$ cat config.mk
export PLATFORM = sky130hd
export DESIGN_NAME = lsfb_regs
export DESIGN_NICKNAME = d
export VERILOG_FILES = /design/src/core/lsfb_octet_mem.v /design/src/core/lsfb_regs.v
export VERILOG_INCLUDE_DIRS = /design/src /design/src/core
export SDC_FILE = /design/constraint.sdc
export NUM_CORES = 1
export LEC_CHECK = 0
export BUFFER_PORTS_ARGS = -buffer_cell sky130_fd_sc_hd__buf_2
export CAP_MARGIN = 20
export CORE_MARGIN = 2
export CORE_UTILIZATION = 36
export DETAILED_ROUTE_END_ITERATION = 6
export GPL_ROUTABILITY_DRIVEN = 0
export PLACE_DENSITY = 0.5
export SLEW_MARGIN = 30
export SYNTH_ARGS = -nofsm -noshare
export SYNTH_HDL_FRONTEND = slang
export SYNTH_SLANG_ARGS = --single-unit
$ cat constraint.sdc
create_clock -name clk -period 1.9 [get_ports clk]
set_input_delay 0.19 -clock clk [delete_from_list [all_inputs] [get_ports clk]]
set_output_delay 0.19 -clock clk [all_outputs]
set_load 0.01 [all_outputs]
$ cat src/core/lsfb_consts.vh
// Constants for the link status and frame buffer register bank.
// Included by the bank and its octet memory; definitions only.
`ifndef LSFB_CONSTS_VH
`define LSFB_CONSTS_VH
`define LSFB_ADDR_W 5
`define LSFB_OFF_DIO_STATUS 5'h09
`define LSFB_OFF_GLOBAL_STATUS 5'h0A
`define LSFB_OFF_DEFER_CTRL 5'h0F
`define LSFB_OFF_FRAME_FIRST 5'h10
`define LSFB_OFF_FRAME_LAST 5'h1E
`define LSFB_FRAME_OCTETS 15
`define LSFB_FRAME_IDX_W 4
`define LSFB_DIO_ONE_BIT 7
`define LSFB_DIO_LEVEL_BIT 2
`define LSFB_DIO_SHORT_BIT 1
`define LSFB_GS_RESET_BIT 7
`define LSFB_GS_IRQ_BIT 6
`define LSFB_GS_UV_BIT 5
`define LSFB_GS_AUX_IRQ_BIT 4
`define LSFB_GS_CHK_BIT 3
`define LSFB_GS_DATA_BIT 2
`define LSFB_GS_SHORT_BIT 1
`define LSFB_GS_OT_BIT 0
`define LSFB_CNT_LSB 2
`define LSFB_CNT_MSB 5
`define LSFB_CTRL_DECLINE_BIT 1
`define LSFB_CTRL_ARM_BIT 0
`define LSFB_FLAGS_RESET 8'h00
`define LSFB_COUNT_RESET 4'h0
`endif

$ cat src/core/lsfb_octet_mem.v
// Fifteen-octet frame buffer with one register port and one engine port.
// Assumes the host port and the engine never write the same cycle; host wins.
`timescale 1ns/1ps
`include "lsfb_consts.vh"
module lsfb_octet_mem (
   clk,
   sys_rst,
   host_we,
   host_idx,
   host_wdata,
   eng_we,
   eng_idx,
   eng_wdata,
   rd_idx,
   rd_data_q
);
   input wire clk;
   input wire sys_rst;
   input wire host_we;
   input wire [3:0] host_idx;
   input wire [7:0] host_wdata;
   input wire eng_we;
   input wire [3:0] eng_idx;
   input wire [7:0] eng_wdata;
   input wire [3:0] rd_idx;
   output reg [7:0] rd_data_q;

   reg [7:0] mem_q [0:`LSFB_FRAME_OCTETS-1];
   genvar gi;

   generate
      for (gi = 0; gi < `LSFB_FRAME_OCTETS; gi = gi + 1) begin : g_oct
         localparam [3:0] OCT_IDX = gi;
         always @(posedge clk) begin
            if (sys_rst) begin
               mem_q[gi] <= 8'h00;
            end else if (host_we && host_idx == OCT_IDX) begin
               mem_q[gi] <= host_wdata;
            end else if (eng_we && eng_idx == OCT_IDX) begin
               mem_q[gi] <= eng_wdata;
            end
         end
      end
   endgenerate

   always @(posedge clk) begin
      if (sys_rst) begin
         rd_data_q <= 8'h00;
      end else if (rd_idx < `LSFB_FRAME_OCTETS) begin
         rd_data_q <= mem_q[rd_idx];
      end else begin
         rd_data_q <= 8'h00;
      end
   end
endmodule

$ cat src/core/lsfb_regs.v
// Register bank: line status, global status, deferred link control, frame buffer.
// Assumes a byte-wide register port from the serial slave on this clock.
`timescale 1ns/1ps
`include "lsfb_consts.vh"
module lsfb_regs (
   clk,
   sys_rst,
   reg_addr,
   reg_wr,
   reg_rd,
   reg_wdata,
   reg_rdata,
   aux_line_pin,
   short_evt,
   undervoltage_evt,
   aux_line_irq_evt,
   checksum_evt,
   overtemp_evt,
   irq_pending,
   rx_data_available,
   rx_octet_count,
   eng_we,
   eng_idx,
   eng_wdata,
   tx_octet_count,
   tx_start,
   tx_decline
);
   input wire clk;
   input wire sys_rst;
   input wire [4:0] reg_addr;
   input wire reg_wr;
   input wire reg_rd;
   input wire [7:0] reg_wdata;
   output reg [7:0] reg_rdata;
   input wire aux_line_pin;
   input wire short_evt;
   input wire undervoltage_evt;
   input wire aux_line_irq_evt;
   input wire checksum_evt;
   input wire overtemp_evt;
   input wire irq_pending;
   input wire rx_data_available;
   input wire [3:0] rx_octet_count;
   input wire eng_we;
   input wire [3:0] eng_idx;
   input wire [7:0] eng_wdata;
   output reg [3:0] tx_octet_count;
   output reg tx_start;
   output reg tx_decline;

   reg [2:0] lvl_sync_q;
   reg line_level_q;
   reg reset_seen_q;
   reg irq_q;
   reg uv_q;
   reg aux_irq_q;
   reg chk_q;
   reg short_q;
   reg ot_q;
   reg armed_q;
   reg rd_frame_q;
   reg [7:0] rdata_reg_q;
   wire [7:0] mem_rdata;
   wire hit_frame;
   wire [4:0] frame_off;
   wire gs_read;
   wire ctrl_wr;
   wire first_wr;
   reg [7:0] rdata_d;

   assign hit_frame = reg_addr >= `LSFB_OFF_FRAME_FIRST && reg_addr <= `LSFB_OFF_FRAME_LAST;
   assign frame_off = reg_addr - `LSFB_OFF_FRAME_FIRST;
   assign gs_read = reg_rd && reg_addr == `LSFB_OFF_GLOBAL_STATUS;
   assign ctrl_wr = reg_wr && reg_addr == `LSFB_OFF_DEFER_CTRL;
   assign first_wr = reg_wr && reg_addr == `LSFB_OFF_FRAME_FIRST;

   lsfb_octet_mem u_mem (
      .clk(clk),
      .sys_rst(sys_rst),
      .host_we(reg_wr && hit_frame),
      .host_idx(frame_off[3:0]),
      .host_wdata(reg_wdata),
      .eng_we(eng_we),
      .eng_idx(eng_idx),
      .eng_wdata(eng_wdata),
      .rd_idx(frame_off[3:0]),
      .rd_data_q(mem_rdata)
   );

   // Pin level passes three stages; accepted only when the last two agree
   always @(posedge clk) begin
      if (sys_rst) begin
         lvl_sync_q <= 3'h0;
         line_level_q <= 1'b0;
      end else begin
         lvl_sync_q <= {lvl_sync_q[1:0], aux_line_pin};
         if (lvl_sync_q[1] == lvl_sync_q[2]) begin
            line_level_q <= lvl_sync_q[2];
         end
      end
   end

   // Sticky flags: a new event wins over the clear caused by a read
   always @(posedge clk) begin
      if (sys_rst) begin
         reset_seen_q <= 1'b0;
         irq_q <= 1'b0;
         uv_q <= 1'b0;
         aux_irq_q <= 1'b0;
         chk_q <= 1'b0;
         short_q <= 1'b0;
         ot_q <= 1'b0;
      end else begin
         if (reg_wr && reg_addr == `LSFB_OFF_GLOBAL_STATUS &&
               reg_wdata[`LSFB_GS_RESET_BIT]) begin
            reset_seen_q <= 1'b1;
         end
         irq_q <= irq_pending | (irq_q & ~gs_read);
         uv_q <= undervoltage_evt | (uv_q & ~gs_read);
         aux_irq_q <= aux_line_irq_evt | (aux_irq_q & ~gs_read);
         chk_q <= checksum_evt | (chk_q & ~gs_read);
         short_q <= short_evt | (short_q & ~gs_read);
         ot_q <= overtemp_evt | (ot_q & ~gs_read);
      end
   end

   // Arm waits for the first buffer octet so one burst loads everything
   always @(posedge clk) begin
      if (sys_rst) begin
         tx_octet_count <= `LSFB_COUNT_RESET;
         armed_q <= 1'b0;
         tx_start <= 1'b0;
         tx_decline <= 1'b0;
      end else begin
         tx_start <= 1'b0;
         tx_decline <= 1'b0;
         if (ctrl_wr) begin
            tx_octet_count <= reg_wdata[`LSFB_CNT_MSB:`LSFB_CNT_LSB];
            tx_decline <= reg_wdata[`LSFB_CTRL_DECLINE_BIT];
         end
         if (ctrl_wr && reg_wdata[`LSFB_CTRL_DECLINE_BIT]) begin
            armed_q <= 1'b0;
         end else if (ctrl_wr && reg_wdata[`LSFB_CTRL_ARM_BIT]) begin
            armed_q <= 1'b1;
         end else if (armed_q && first_wr) begin
            armed_q <= 1'b0;
            tx_start <= 1'b1;
         end
      end
   end

   always @* begin
      rdata_d = 8'h00;
      case (reg_addr)
         `LSFB_OFF_DIO_STATUS: begin
            rdata_d[`LSFB_DIO_ONE_BIT] = 1'b1;
            rdata_d[`LSFB_DIO_LEVEL_BIT] = line_level_q;
            rdata_d[`LSFB_DIO_SHORT_BIT] = short_q;
         end
         `LSFB_OFF_GLOBAL_STATUS: begin
            rdata_d[`LSFB_GS_RESET_BIT] = reset_seen_q;
            rdata_d[`LSFB_GS_IRQ_BIT] = irq_q;
            rdata_d[`LSFB_GS_UV_BIT] = uv_q;
            rdata_d[`LSFB_GS_AUX_IRQ_BIT] = aux_irq_q;
            rdata_d[`LSFB_GS_CHK_BIT] = chk_q;
            rdata_d[`LSFB_GS_DATA_BIT] = rx_data_available;
            rdata_d[`LSFB_GS_SHORT_BIT] = short_q;
            rdata_d[`LSFB_GS_OT_BIT] = ot_q;
         end
         `LSFB_OFF_DEFER_CTRL: begin
            // Count reads back the received length, zero when no data waits
            if (rx_data_available) begin
               rdata_d[`LSFB_CNT_MSB:`LSFB_CNT_LSB] = rx_octet_count;
            end
         end
         default: begin
            rdata_d = 8'h00;
         end
      endcase
   end

   always @(posedge clk) begin
      if (sys_rst) begin
         rdata_reg_q <= 8'h00;
         rd_frame_q <= 1'b0;
      end else begin
         rd_frame_q <= reg_rd && hit_frame;
         if (reg_rd) begin
            rdata_reg_q <= rdata_d;
         end
      end
   end

   always @* begin
      reg_rdata = rd_frame_q ? mem_rdata : rdata_reg_q;
   end
endmodule

==> impl_metrics.env, run 1 <==
export IMPL_die_area_mm2=0.0235
export IMPL_drive_gt1_share_pct=27.3
export IMPL_synth_main_ff_cell="edfxtp_1"
export IMPL_clk_path_buf_depth=2
export IMPL_synth_top_area_share_pct=44.8
export IMPL_cts_setup_buffers=0
export IMPL_wl_um=23800
export IMPL_critical_path_endpoint="reg_rdata[1]"
export IMPL_finalSetupTns_ns=0
export IMPL_viasPerCell=5.86
export IMPL_finalMaxSlewViolations=0
export IMPL_ys_seq_area_share_pct=53.6
export IMPL_hold_violations=0
export IMPL_grt_start_max_net_pins=41
export IMPL_rr_endpoint="u_mem.rd_data_q[0]"
export IMPL_post_route_drc_count=0
export IMPL_row_count=54
export IMPL_avgSynthCellArea_um2=12.9
export IMPL_clk_insertion_delay_late_ns=0.44
export IMPL_cts_tree="done"
export IMPL_worstSetupPathType="reg -> out"
export IMPL_finalCriticalPeriod_ns=1.69
export IMPL_p_leak_uw=0.00348
export IMPL_portBuffers=55
export IMPL_ys_ff_latch=155
export IMPL_clockPowerShare_pct=42.2
export IMPL_ctsRootBufferMaster="clkbuf_16"
export IMPL_area_growth_pct=18.0
export IMPL_die_h_um=153
export IMPL_core_area_mm2=0.0219
export IMPL_cap_viol_max_count=0
export IMPL_nFillCells=2018
export IMPL_rsz0062_at_grt="false"
export IMPL_fmax_mhz=593
export IMPL_first_iter_violations=574
export IMPL_rr_worst_depth=4
export IMPL_dp_worst_setup_slack_ns=0.0487
export IMPL_ant_nets=0
export IMPL_synth_top_area_cell="edfxtp_1"
export IMPL_grt_use_total_pct=20.4
export IMPL_end_kind="output pin"
export IMPL_fin_crit_sh_pct=88.8
export IMPL_power_switching_uw=2140
export IMPL_grt_overflow_total=0
export IMPL_utilization_pct=43.3
export IMPL_yosys_warnings=0
export IMPL_ir_worst_vdd_mv=0.625
export IMPL_grt_pass1_wl_um=36000
export IMPL_drt_first_pass_iters=4
export IMPL_start_kind="register"
export IMPL_crit_path_start="rd_frame_q"
export IMPL_synth_area_leaders="edfxtp_1, a22o_1, dfxtp_1, mux2i_1, mux4_1"
export IMPL_wl_per_cell_um=24.2
export IMPL_io_pins=56
export IMPL_numCtsBuffers=17
export IMPL_fin_cells=983
export IMPL_ys_types=54
export IMPL_finalClockSkew_ns=0.0139
export IMPL_worstPathArrival_ns=1.50
export IMPL_start_util_pct=36.7
export IMPL_synthArstFlopShare_pct=0
export IMPL_grt_pass1_vias=5712
export IMPL_slew_headroom_pct=53.9
export IMPL_hold_path_class="in -> reg"
export IMPL_setup_viol=0
export IMPL_switching_share_pct=25.8
export IMPL_combPwrFrac_pct=10.4
export IMPL_syn_inst=621
export IMPL_rr_startpoint="u_mem.mem_q[1][0]"
export IMPL_synth_area_mm2=0.00804
export IMPL_r2r_slack_ns=0.41
export IMPL_num_vias=5756
export IMPL_required_ns=1.71
export IMPL_dp_hpwl_um=16000
export IMPL_synth_edf_count=120
export IMPL_p_seq_share_pct=47.4
export IMPL_cp_max_fo=8
export IMPL_synth_nets=663
export IMPL_dp_cells=944
export IMPL_status="finished clean"
export IMPL_fin_hold_ws_ns=0.0545
export IMPL_antenna_found_initial=0
export IMPL_p_per_area_mw_per_mm2=874
export IMPL_antenna_cells=0
export IMPL_tightest_slew_ns=0.687
export IMPL_clkTransAtPathRegs_ns=0.07
export IMPL_die_w_um=153
export IMPL_p_int_uw=6150
export IMPL_htreeDepth=4
export IMPL_setup_ws_ns=0.213
export IMPL_nNetsFinal=732
export IMPL_clock_sinks=155
-- sequential cells by signal, summed over array words and instances, names as in the netlist --
signal and count:
armed_q 1, aux_irq_q 1, chk_q 1, irq_q 1, line_level_q 1, lvl_sync_q 3, ot_q 1, rd_frame_q 1
rdata_reg_q 8, reset_seen_q 1, short_q 1, tx_decline 1, tx_octet_count 4, tx_start 1, u_mem.mem_q 120, u_mem.rd_data_q 8
uv_q 1
-- synthesized netlist by cell type, drive strengths merged (10+ instances only) --
library cell / n
edfxtp: 120
nor2b: 14
a21oi: 13
o21ai: 19
buf: 34
nand2b: 10
clkbuf: 25
mux4: 16
nor3: 42
dfxtp: 35
nand2: 18
mux2i: 28
a211oi: 17
nor2: 46
a22o: 115
-- worst min path at each step --
stage | start | endpoint | slack, ns | cells after the start
after floorplan | aux_line_irq_evt | aux_irq_q | 0.31 | 2
after global placement | overtemp_evt | ot_q | 0.39 | 3
after detailed placement | irq_pending | irq_q | 0.40 | 3
after CTS | rx_octet_count[2] | rdata_reg_q[4] | 0.03 | 3
after global routing | rx_octet_count[2] | rdata_reg_q[4] | 0.04 | 3
final | rx_octet_count[1] | rdata_reg_q[3] | 0.05 | 3
-- what timing repair did --
action,4_1_cts,5_1_grt
hold buffers,7,0
hold endpoints to repair,7,0
resized for setup,0,0
-- power groups by stage --
stage | logic (uW) | clock network (uW) | registers [uW]
2_1_floorplan | 516 | 0 | 3960
3_3_place_gp | 840 | 0 | 3990
3_5_place_dp | 848 | 0 | 4000
4_1_cts | 863 | 3540 | 3930
5_1_grt | 918 | 3690 | 3940
6_report | 866 | 3500 | 3920
-- critical path, cell delays in order (launching register included) --
cell     delay, ns
dfxtp_1       0.54
mux2_2        0.39
buf_2         0.14
-- cell type report --
type	instances	area, um2	share of cell area (%)
Tap cell	280	350	3.69
Clock inverter	13	143	1.50
Sequential cell	155	4300	45.4
Clock buffer	19	464	4.89
Timing Repair Buffer	109	823	8.68
Multi-Input combinational cell	407	3400	35.9
-- cells by family after synthesis --
| logic type | synth area share (%) |
|---|---|
| DFF | 53.6 |
| buffers and inverters | 4.11 |
| AOI/OAI and AO/OA | 18.7 |
| and+or+nand+nor | 14.1 |
| muxes | 9.51 |
-- cell usage in the layout, fill, tap and decap left out, types with 8 or more instances in the layout --
cell / netlist / final
a211oi_1: 15 / 15
a21oi_1: 13 / 13
a22o_1: 115 / 115
a22oi_1: 8 / 8
buf_12: 2 / 10
buf_2: 13 / 55
buf_4: 10 / 37
clkbuf_16: 0 / 18
dfxtp_1: 35 / 35
edfxtp_1: 120 / 120
mux2_2: 8 / 8
mux2i_1: 28 / 28
mux4_1: 9 / 9
nand2_1: 18 / 18
nand2b_1: 9 / 9
nor2_1: 46 / 46
nor2b_1: 13 / 13
nor3_1: 18 / 18
nor3_2: 21 / 21
o21ai_0: 19 / 19
-- metrics by stage --
step	power (uW)	instance area, um2
floorplan	4470	8040
global placement	4830	8810
detailed placement	4850	8810
CTS	8330	9490
global route	8550	9490
finish	8290	9490
-- per-layer routing --
layer  GRT usage, %  vias to the layer above  share of wire, %
met5              0                        -                 0
met1           29.2                     2929                46
met4           7.03                        0               1.8
li1               -                     2627                 -
met3           3.06                       23               4.7
met2           31.9                      177                47
No activity file was read; power rests on OpenSTA's default activity.
==> inputs of run 2 (changes only) <==
==> constraint.sdc (replaced) <==
create_clock -name clk -period 2.1 [get_ports clk]
set_input_delay 0.21 -clock clk [delete_from_list [all_inputs] [get_ports clk]]
set_output_delay 0.21 -clock clk [all_outputs]
set_load 0.01 [all_outputs]
==> run 2 against run 1 <==
Net effect: highest routed layer unchanged; clock power shrank 8.9%; count of clock-buffer cells in the layout decreased by 1; register-to-register slack improved by 0.18 ns; critical endpoint is now reg_rdata[7]; utilization decreased by 0.38 points; power fell by 9.5%; final area down 0.87%; global-route usage rose by 0.29 points; critical path depth unchanged; via count shrank 0.16%; die area did not move; setup slack improved by 0.14 ns.
==> impl_metrics.env, run 2 (synthesis results as in run 1) <==
export IMPL_status="finished clean"
export IMPL_clkTransAtPathRegs_ns=0.07
export IMPL_die_area_mm2=0.0235
export IMPL_grt_use_total_pct=20.7
export IMPL_finalMaxSlewViolations=0
export IMPL_htreeDepth=4
export IMPL_die_h_um=153
export IMPL_rr_worst_depth=4
export IMPL_cp_max_fo=8
export IMPL_grt_pass1_wl_um=36400
export IMPL_portBuffers=55
export IMPL_antenna_cells=0
export IMPL_crit_chain="mux2_2 > buf_2"
export IMPL_reg_top3="u_mem.mem_q x120, rdata_reg_q x8, u_mem.rd_data_q x8"
export IMPL_clock_sinks=155
export IMPL_row_count=54
export IMPL_min_from="rx_octet_count[2]"
export IMPL_die_w_um=153
export IMPL_hold_violations=0
export IMPL_path_buf_inv=1
export IMPL_finalClockSkew_ns=0.00806
export IMPL_rsz0062_at_grt="false"
export IMPL_critical_path_endpoint="reg_rdata[7]"
export IMPL_dp_cells=940
export IMPL_p_leak_uw=0.00344
export IMPL_start_util_pct=36.7
export IMPL_worstPathArrival_ns=1.53
export IMPL_viasPerCell=5.87
export IMPL_ant_nets=0
export IMPL_area_growth_pct=17.0
export IMPL_cts_tree="done"
export IMPL_clk_path_buf_depth=2
export IMPL_required_ns=1.89
export IMPL_antenna_found_initial=0
export IMPL_setup_viol=0
export IMPL_tightest_slew_ns=0.803
export IMPL_nNetsFinal=728
export IMPL_finalCriticalPeriod_ns=1.74
export IMPL_crit_path_start="rd_frame_q"
export IMPL_final_common_cell="edfxtp_1"
export IMPL_cap_viol_max_count=0
export IMPL_numCtsBuffers=17
export IMPL_grt_pass1_vias=5878
export IMPL_p_per_area_mw_per_mm2=798
export IMPL_drt_first_pass_iters=7
export IMPL_ir_worst_vdd_mv=0.454
export IMPL_wl_um=23900
export IMPL_rr_endpoint="u_mem.rd_data_q[0]"
export IMPL_largest_register_ffs=120
export IMPL_fin_cells=979
export IMPL_grt_start_max_net_pins=38
export IMPL_num_vias=5747
export IMPL_post_route_drc_count=0
export IMPL_clk_insertion_delay_late_ns=0.43
export IMPL_end_kind="output pin"
export IMPL_ctsRootBufferMaster="clkbuf_16"
export IMPL_finalSetupTns_ns=0
export IMPL_layout_common_cells="edfxtp_1, a22o_1, buf_2"
export IMPL_core_area_mm2=0.0219
export IMPL_cts_resized=0
export IMPL_crit_cells=2
export IMPL_drive_gt1_share_pct=26.9
export IMPL_grt_overflow_total=0
export IMPL_hold_path_class="in -> reg"
export IMPL_cts_setup_buffers=0
export IMPL_slew_headroom_pct=46.0
export IMPL_fmax_mhz=573
export IMPL_critPathTopFamily="flip-flops"
export IMPL_start_kind="register"
export IMPL_utilization_pct=43.0
export IMPL_top_register="u_mem.mem_q"
export IMPL_fin_crit_sh_pct=83.0
export IMPL_cpPeakStageDelay_ns=0.56
export IMPL_r2r_slack_ns=0.59
export IMPL_first_iter_violations=430
export IMPL_worstSetupPathType="reg -> out"
export IMPL_io_pins=56
export IMPL_dp_hpwl_um=16400
export IMPL_cpMaxStageDelayCell="dfxtp_1"
export IMPL_wl_per_cell_um=24.5
export IMPL_rr_startpoint="u_mem.mem_q[2][0]"
==> run 2: changes by cell type in the layout (fill, tap and decap cells not counted) <==
| cell | delta |
|---|---|
| buf_12 | -5 |
| buf_4 | +1 |
| clkbuf_8 | -1 |
| clkinv_4 | -2 |
| clkinv_8 | +1 |
| inv_4 | -1 |
| inv_6 | +1 |
| inv_8 | +2 |
==> run 2: layer usage <==
layer  global-route usage (%)  up-vias  share of wire [%]
met5                        0        -                  0
met4                     7.60        0                2.5
met3                     3.94       34                5.3
met2                     34.5      199                 50
met1                     27.1     2908                 42
li1                         -     2606                  -
==> run 2: worst min-delay path, delay by kind of cell <==
| family | cells | cell delay, ns |
|---|---|---|
| AO/OA/AOI/OAI | 2 | 0.19 |
| buffers and inverters | 1 | 0.08 |
==> run 2: worst min path at each step <==
stage	cells past startpoint	end	slack (ns)
floorplan	2	aux_irq_q	0.33
global placement	3	ot_q	0.41
detailed placement	3	uv_q	0.42
CTS	3	rdata_reg_q[4]	0.06
global route	3	rdata_reg_q[4]	0.06
finish	3	rdata_reg_q[4]	0.08
==> run 2: repair_timing <==
item | in CTS | in global routing
endpoints found under the setup margin | 0 | 0
hold buffers | 7 | 0
endpoints found under the hold margin | 7 | 0
==> run 2: metrics by stage <==
step	area [um2]	power [uW]	setup WS, ns	hold WS (ns)
6_report	9400	7500	0.356	0.0768
5_1_grt	9400	7750	0.294	0.0626
4_1_cts	9400	7540	0.330	0.0601
3_5_place_dp	8720	4370	0.181	0.422
3_3_place_gp	8720	4350	0.209	0.415
2_1_floorplan	8040	4050	0.397	0.327
==> run 2: layout make-up <==
class | instances | area [um2]
Fill cell | 2086 | 12500
Multi-Input combinational cell | 407 | 3400
Clock buffer | 18 | 450
Tap cell | 280 | 350
Timing Repair Buffer | 105 | 731
Clock inverter | 14 | 166
Sequential cell | 155 | 4300
==> run 2: power breakdown <==
part | total [uW] | switching (uW) | internal [uW]
clock | 3190 | 1410 | 1780
sequential | 3550 | 61.6 | 3490
combinational | 764 | 485 | 278
==> inputs of run 3 (changes only) <==
--- a/config.mk
+++ b/config.mk
@@ -12,7 +12,7 @@
 export CORE_UTILIZATION = 36
 export DETAILED_ROUTE_END_ITERATION = 6
 export GPL_ROUTABILITY_DRIVEN = 0
-export PLACE_DENSITY = 0.5
+export PLACE_DENSITY = 0.52
 export SLEW_MARGIN = 30
 export SYNTH_ARGS = -nofsm -noshare
 export SYNTH_HDL_FRONTEND = slang
==> constraint.sdc (replaced) <==
create_clock -name clk -period 1.5 [get_ports clk]
set_input_delay 0.15 -clock clk [delete_from_list [all_inputs] [get_ports clk]]
set_output_delay 0.15 -clock clk [all_outputs]
set_load 0.01 [all_outputs]
==> run 3 against run 2 <==
Net effect: the flow now finishes with violations (negative setup slack); non-clock buffer count increased by 54; flip-flop and latch count unchanged; clock power increased by 30%; power increased by 39%; die area did not move; via count rose by 4.0%; count of clock-buffer cells in the layout rose by 1; first-iteration DRC count grew 4.7%; setup slack lost 0.39 ns; combinational power increased by 66%; largest cell class unchanged; highest routed layer unchanged.
==> impl_metrics.env, run 3 (synthesis results as in run 1) <==
export IMPL_clk_path_buf_depth=2
export IMPL_min_path_cells=3
export IMPL_nNetsFinal=782
export IMPL_die_h_um=153
export IMPL_cts_tree="done"
export IMPL_worstPathArrival_ns=1.83
export IMPL_die_area_mm2=0.0235
export IMPL_die_w_um=153
export IMPL_min_to="rdata_reg_q[3]"
export IMPL_min_from="rx_octet_count[1]"
export IMPL_area_growth_pct=25.1
export IMPL_setup_viol=4
export IMPL_placedInstanceArea_mm2=0.00922
export IMPL_cap_viol_max_count=0
export IMPL_tightest_slew_ns=0.644
export IMPL_cp_max_fo=1
export IMPL_violations="negative setup slack"
export IMPL_wl_um=24300
export IMPL_finalSetupTns_ns=-0.0751
export IMPL_wl_per_cell_um=23.5
export IMPL_required_ns=1.81
export IMPL_grt_overflow_total=0
export IMPL_viasPerCell=5.78
export IMPL_first_iter_violations=450
export IMPL_grt_start_max_net_pins=36
export IMPL_drive_gt1_share_pct=35.6
export IMPL_fin_hold_ws_ns=0.0156
export IMPL_hold_violations=0
export IMPL_numCtsBuffers=17
export IMPL_total_power_uw=10400
export IMPL_grt_pass1_wl_um=37100
export IMPL_rr_worst_depth=4
export IMPL_end_kind="register"
export IMPL_slew_headroom_pct=56.8
export IMPL_status="complete, but fails checks"
export IMPL_r2r_slack_ns=-0.03
export IMPL_post_route_drc_count=0
export IMPL_core_area_mm2=0.0219
export IMPL_setup_ws_ns=-0.0294
export IMPL_design_area_mm2=0.0100
export IMPL_dp_hpwl_um=16900
export IMPL_p_per_area_mw_per_mm2=1040
export IMPL_clk_insertion_delay_late_ns=0.43
export IMPL_antenna_found_initial=0
export IMPL_ant_nets=0
export IMPL_ir_worst_vdd_mv=0.612
export IMPL_clkTransAtPathRegs_ns=0.07
export IMPL_cts_setup_buffers=0
export IMPL_layout_common_cells="edfxtp_1, a22o_1, buf_4"
export IMPL_start_kind="register"
export IMPL_register_area_mm2=0.00431
export IMPL_start_util_pct=36.7
export IMPL_clock_sinks=155
export IMPL_reg_top3="u_mem.mem_q x120, rdata_reg_q x8, u_mem.rd_data_q x8"
export IMPL_finalMaxSlewViolations=0
export IMPL_htreeDepth=4
export IMPL_antenna_cells=0
export IMPL_fmax_mhz=654
export IMPL_num_vias=5975
export IMPL_hold_path_class="in -> reg"
export IMPL_worstSetupPathType="reg -> reg"
export IMPL_row_count=54
export IMPL_drt_first_pass_iters=5
export IMPL_top_register="u_mem.mem_q"
export IMPL_finalClockSkew_ns=0.00996
export IMPL_p_leak_uw=0.00374
export IMPL_rr_startpoint="u_mem.mem_q[3][0]"
export IMPL_multi_input_area_mm2=0.00355
export IMPL_fin_crit_sh_pct=102
export IMPL_finalCriticalPeriod_ns=1.53
export IMPL_io_pins=56
export IMPL_largest_register_ffs=120
export IMPL_grt_use_total_pct=21.2
export IMPL_rsz0062_at_grt="true"
export IMPL_grt_pass1_vias=6180
export IMPL_final_common_cell="edfxtp_1"
export IMPL_rr_endpoint="u_mem.rd_data_q[0]"
export IMPL_portBuffers=55
export IMPL_ctsRootBufferMaster="clkbuf_16"
export IMPL_nFillCells=1995
run 3: changes by cell type in the layout (fill, tap and decap cells not counted), sizes merged:
cell	previous run	this run
clkinv	2	4
clkbuf	18	19
buf	98	150
dlygate4sd3	7	9
bufinv	1	0
inv	11	9
run 3: routing by layer:
metal | track usage (%) | share of wire, % | up-vias
met1 | 26.0 | 41 | 3033
met3 | 3.77 | 4.2 | 54
li1 | - | - | 2717
met2 | 36.4 | 51 | 171
met5 | 0 | 0 | -
met4 | 10.2 | 3.7 | 0
run 3: area by class of cell:
type	instances	area share, %
Sequential cell	155	42.9
Multi-Input combinational cell	407	35.3
Timing Repair Buffer	159	12.7
Clock buffer	19	4.62
Tap cell	280	3.49
Clock inverter	13	1.01
run 3: worst max path at each step:
stage | end | startpoint | slack (ns) | cells past startpoint
global placement | u_mem.rd_data_q[3] | reg_addr[0] | -0.38 | 6
global route | u_mem.rd_data_q[6] | u_mem.mem_q[3][6] | -0.05 | 4
CTS | u_mem.rd_data_q[7] | u_mem.mem_q[3][7] | -0.03 | 4
finish | u_mem.rd_data_q[0] | u_mem.mem_q[3][0] | -0.03 | 4
detailed placement | u_mem.rd_data_q[3] | reg_addr[0] | -0.40 | 6
floorplan | u_mem.mem_q[4][0] | reg_wr | -0.003 | 4
run 3: report_power, final:
| group | switching (uW) | internal, uW |
|---|---|---|
| combinational | 731 | 535 |
| sequential | 106 | 4880 |
| clock | 1860 | 2300 |
run 3: repair_timing:
action                     in CTS  in global routing
pin swaps                      13                  1
gates cloned                    0                  0
hold buffers                    9                  0
resized for setup              38                 12
hold endpoints to repair        9                  0
setup endpoints to repair      16                 15
run 3: per-stage QoR:
step / cells / setup WS [ns] / utilization [%]
finish: 1033 / -0.0294 / 45.9
floorplan: 621 / -0.00309 / -
detailed placement: 992 / -0.402 / 42.1
CTS: 1033 / -0.0280 / 45.7
global route: 1033 / -0.0542 / 45.9
global placement: 992 / -0.380 / 42.1
run 3: worst max-delay path, cell delays in order, from the launching register on:
cell	delay, ns
edfxtp_1	0.42
mux4_2	0.49
nor2b_4	0.15
a211oi_2	0.26
nor3_1	0.08
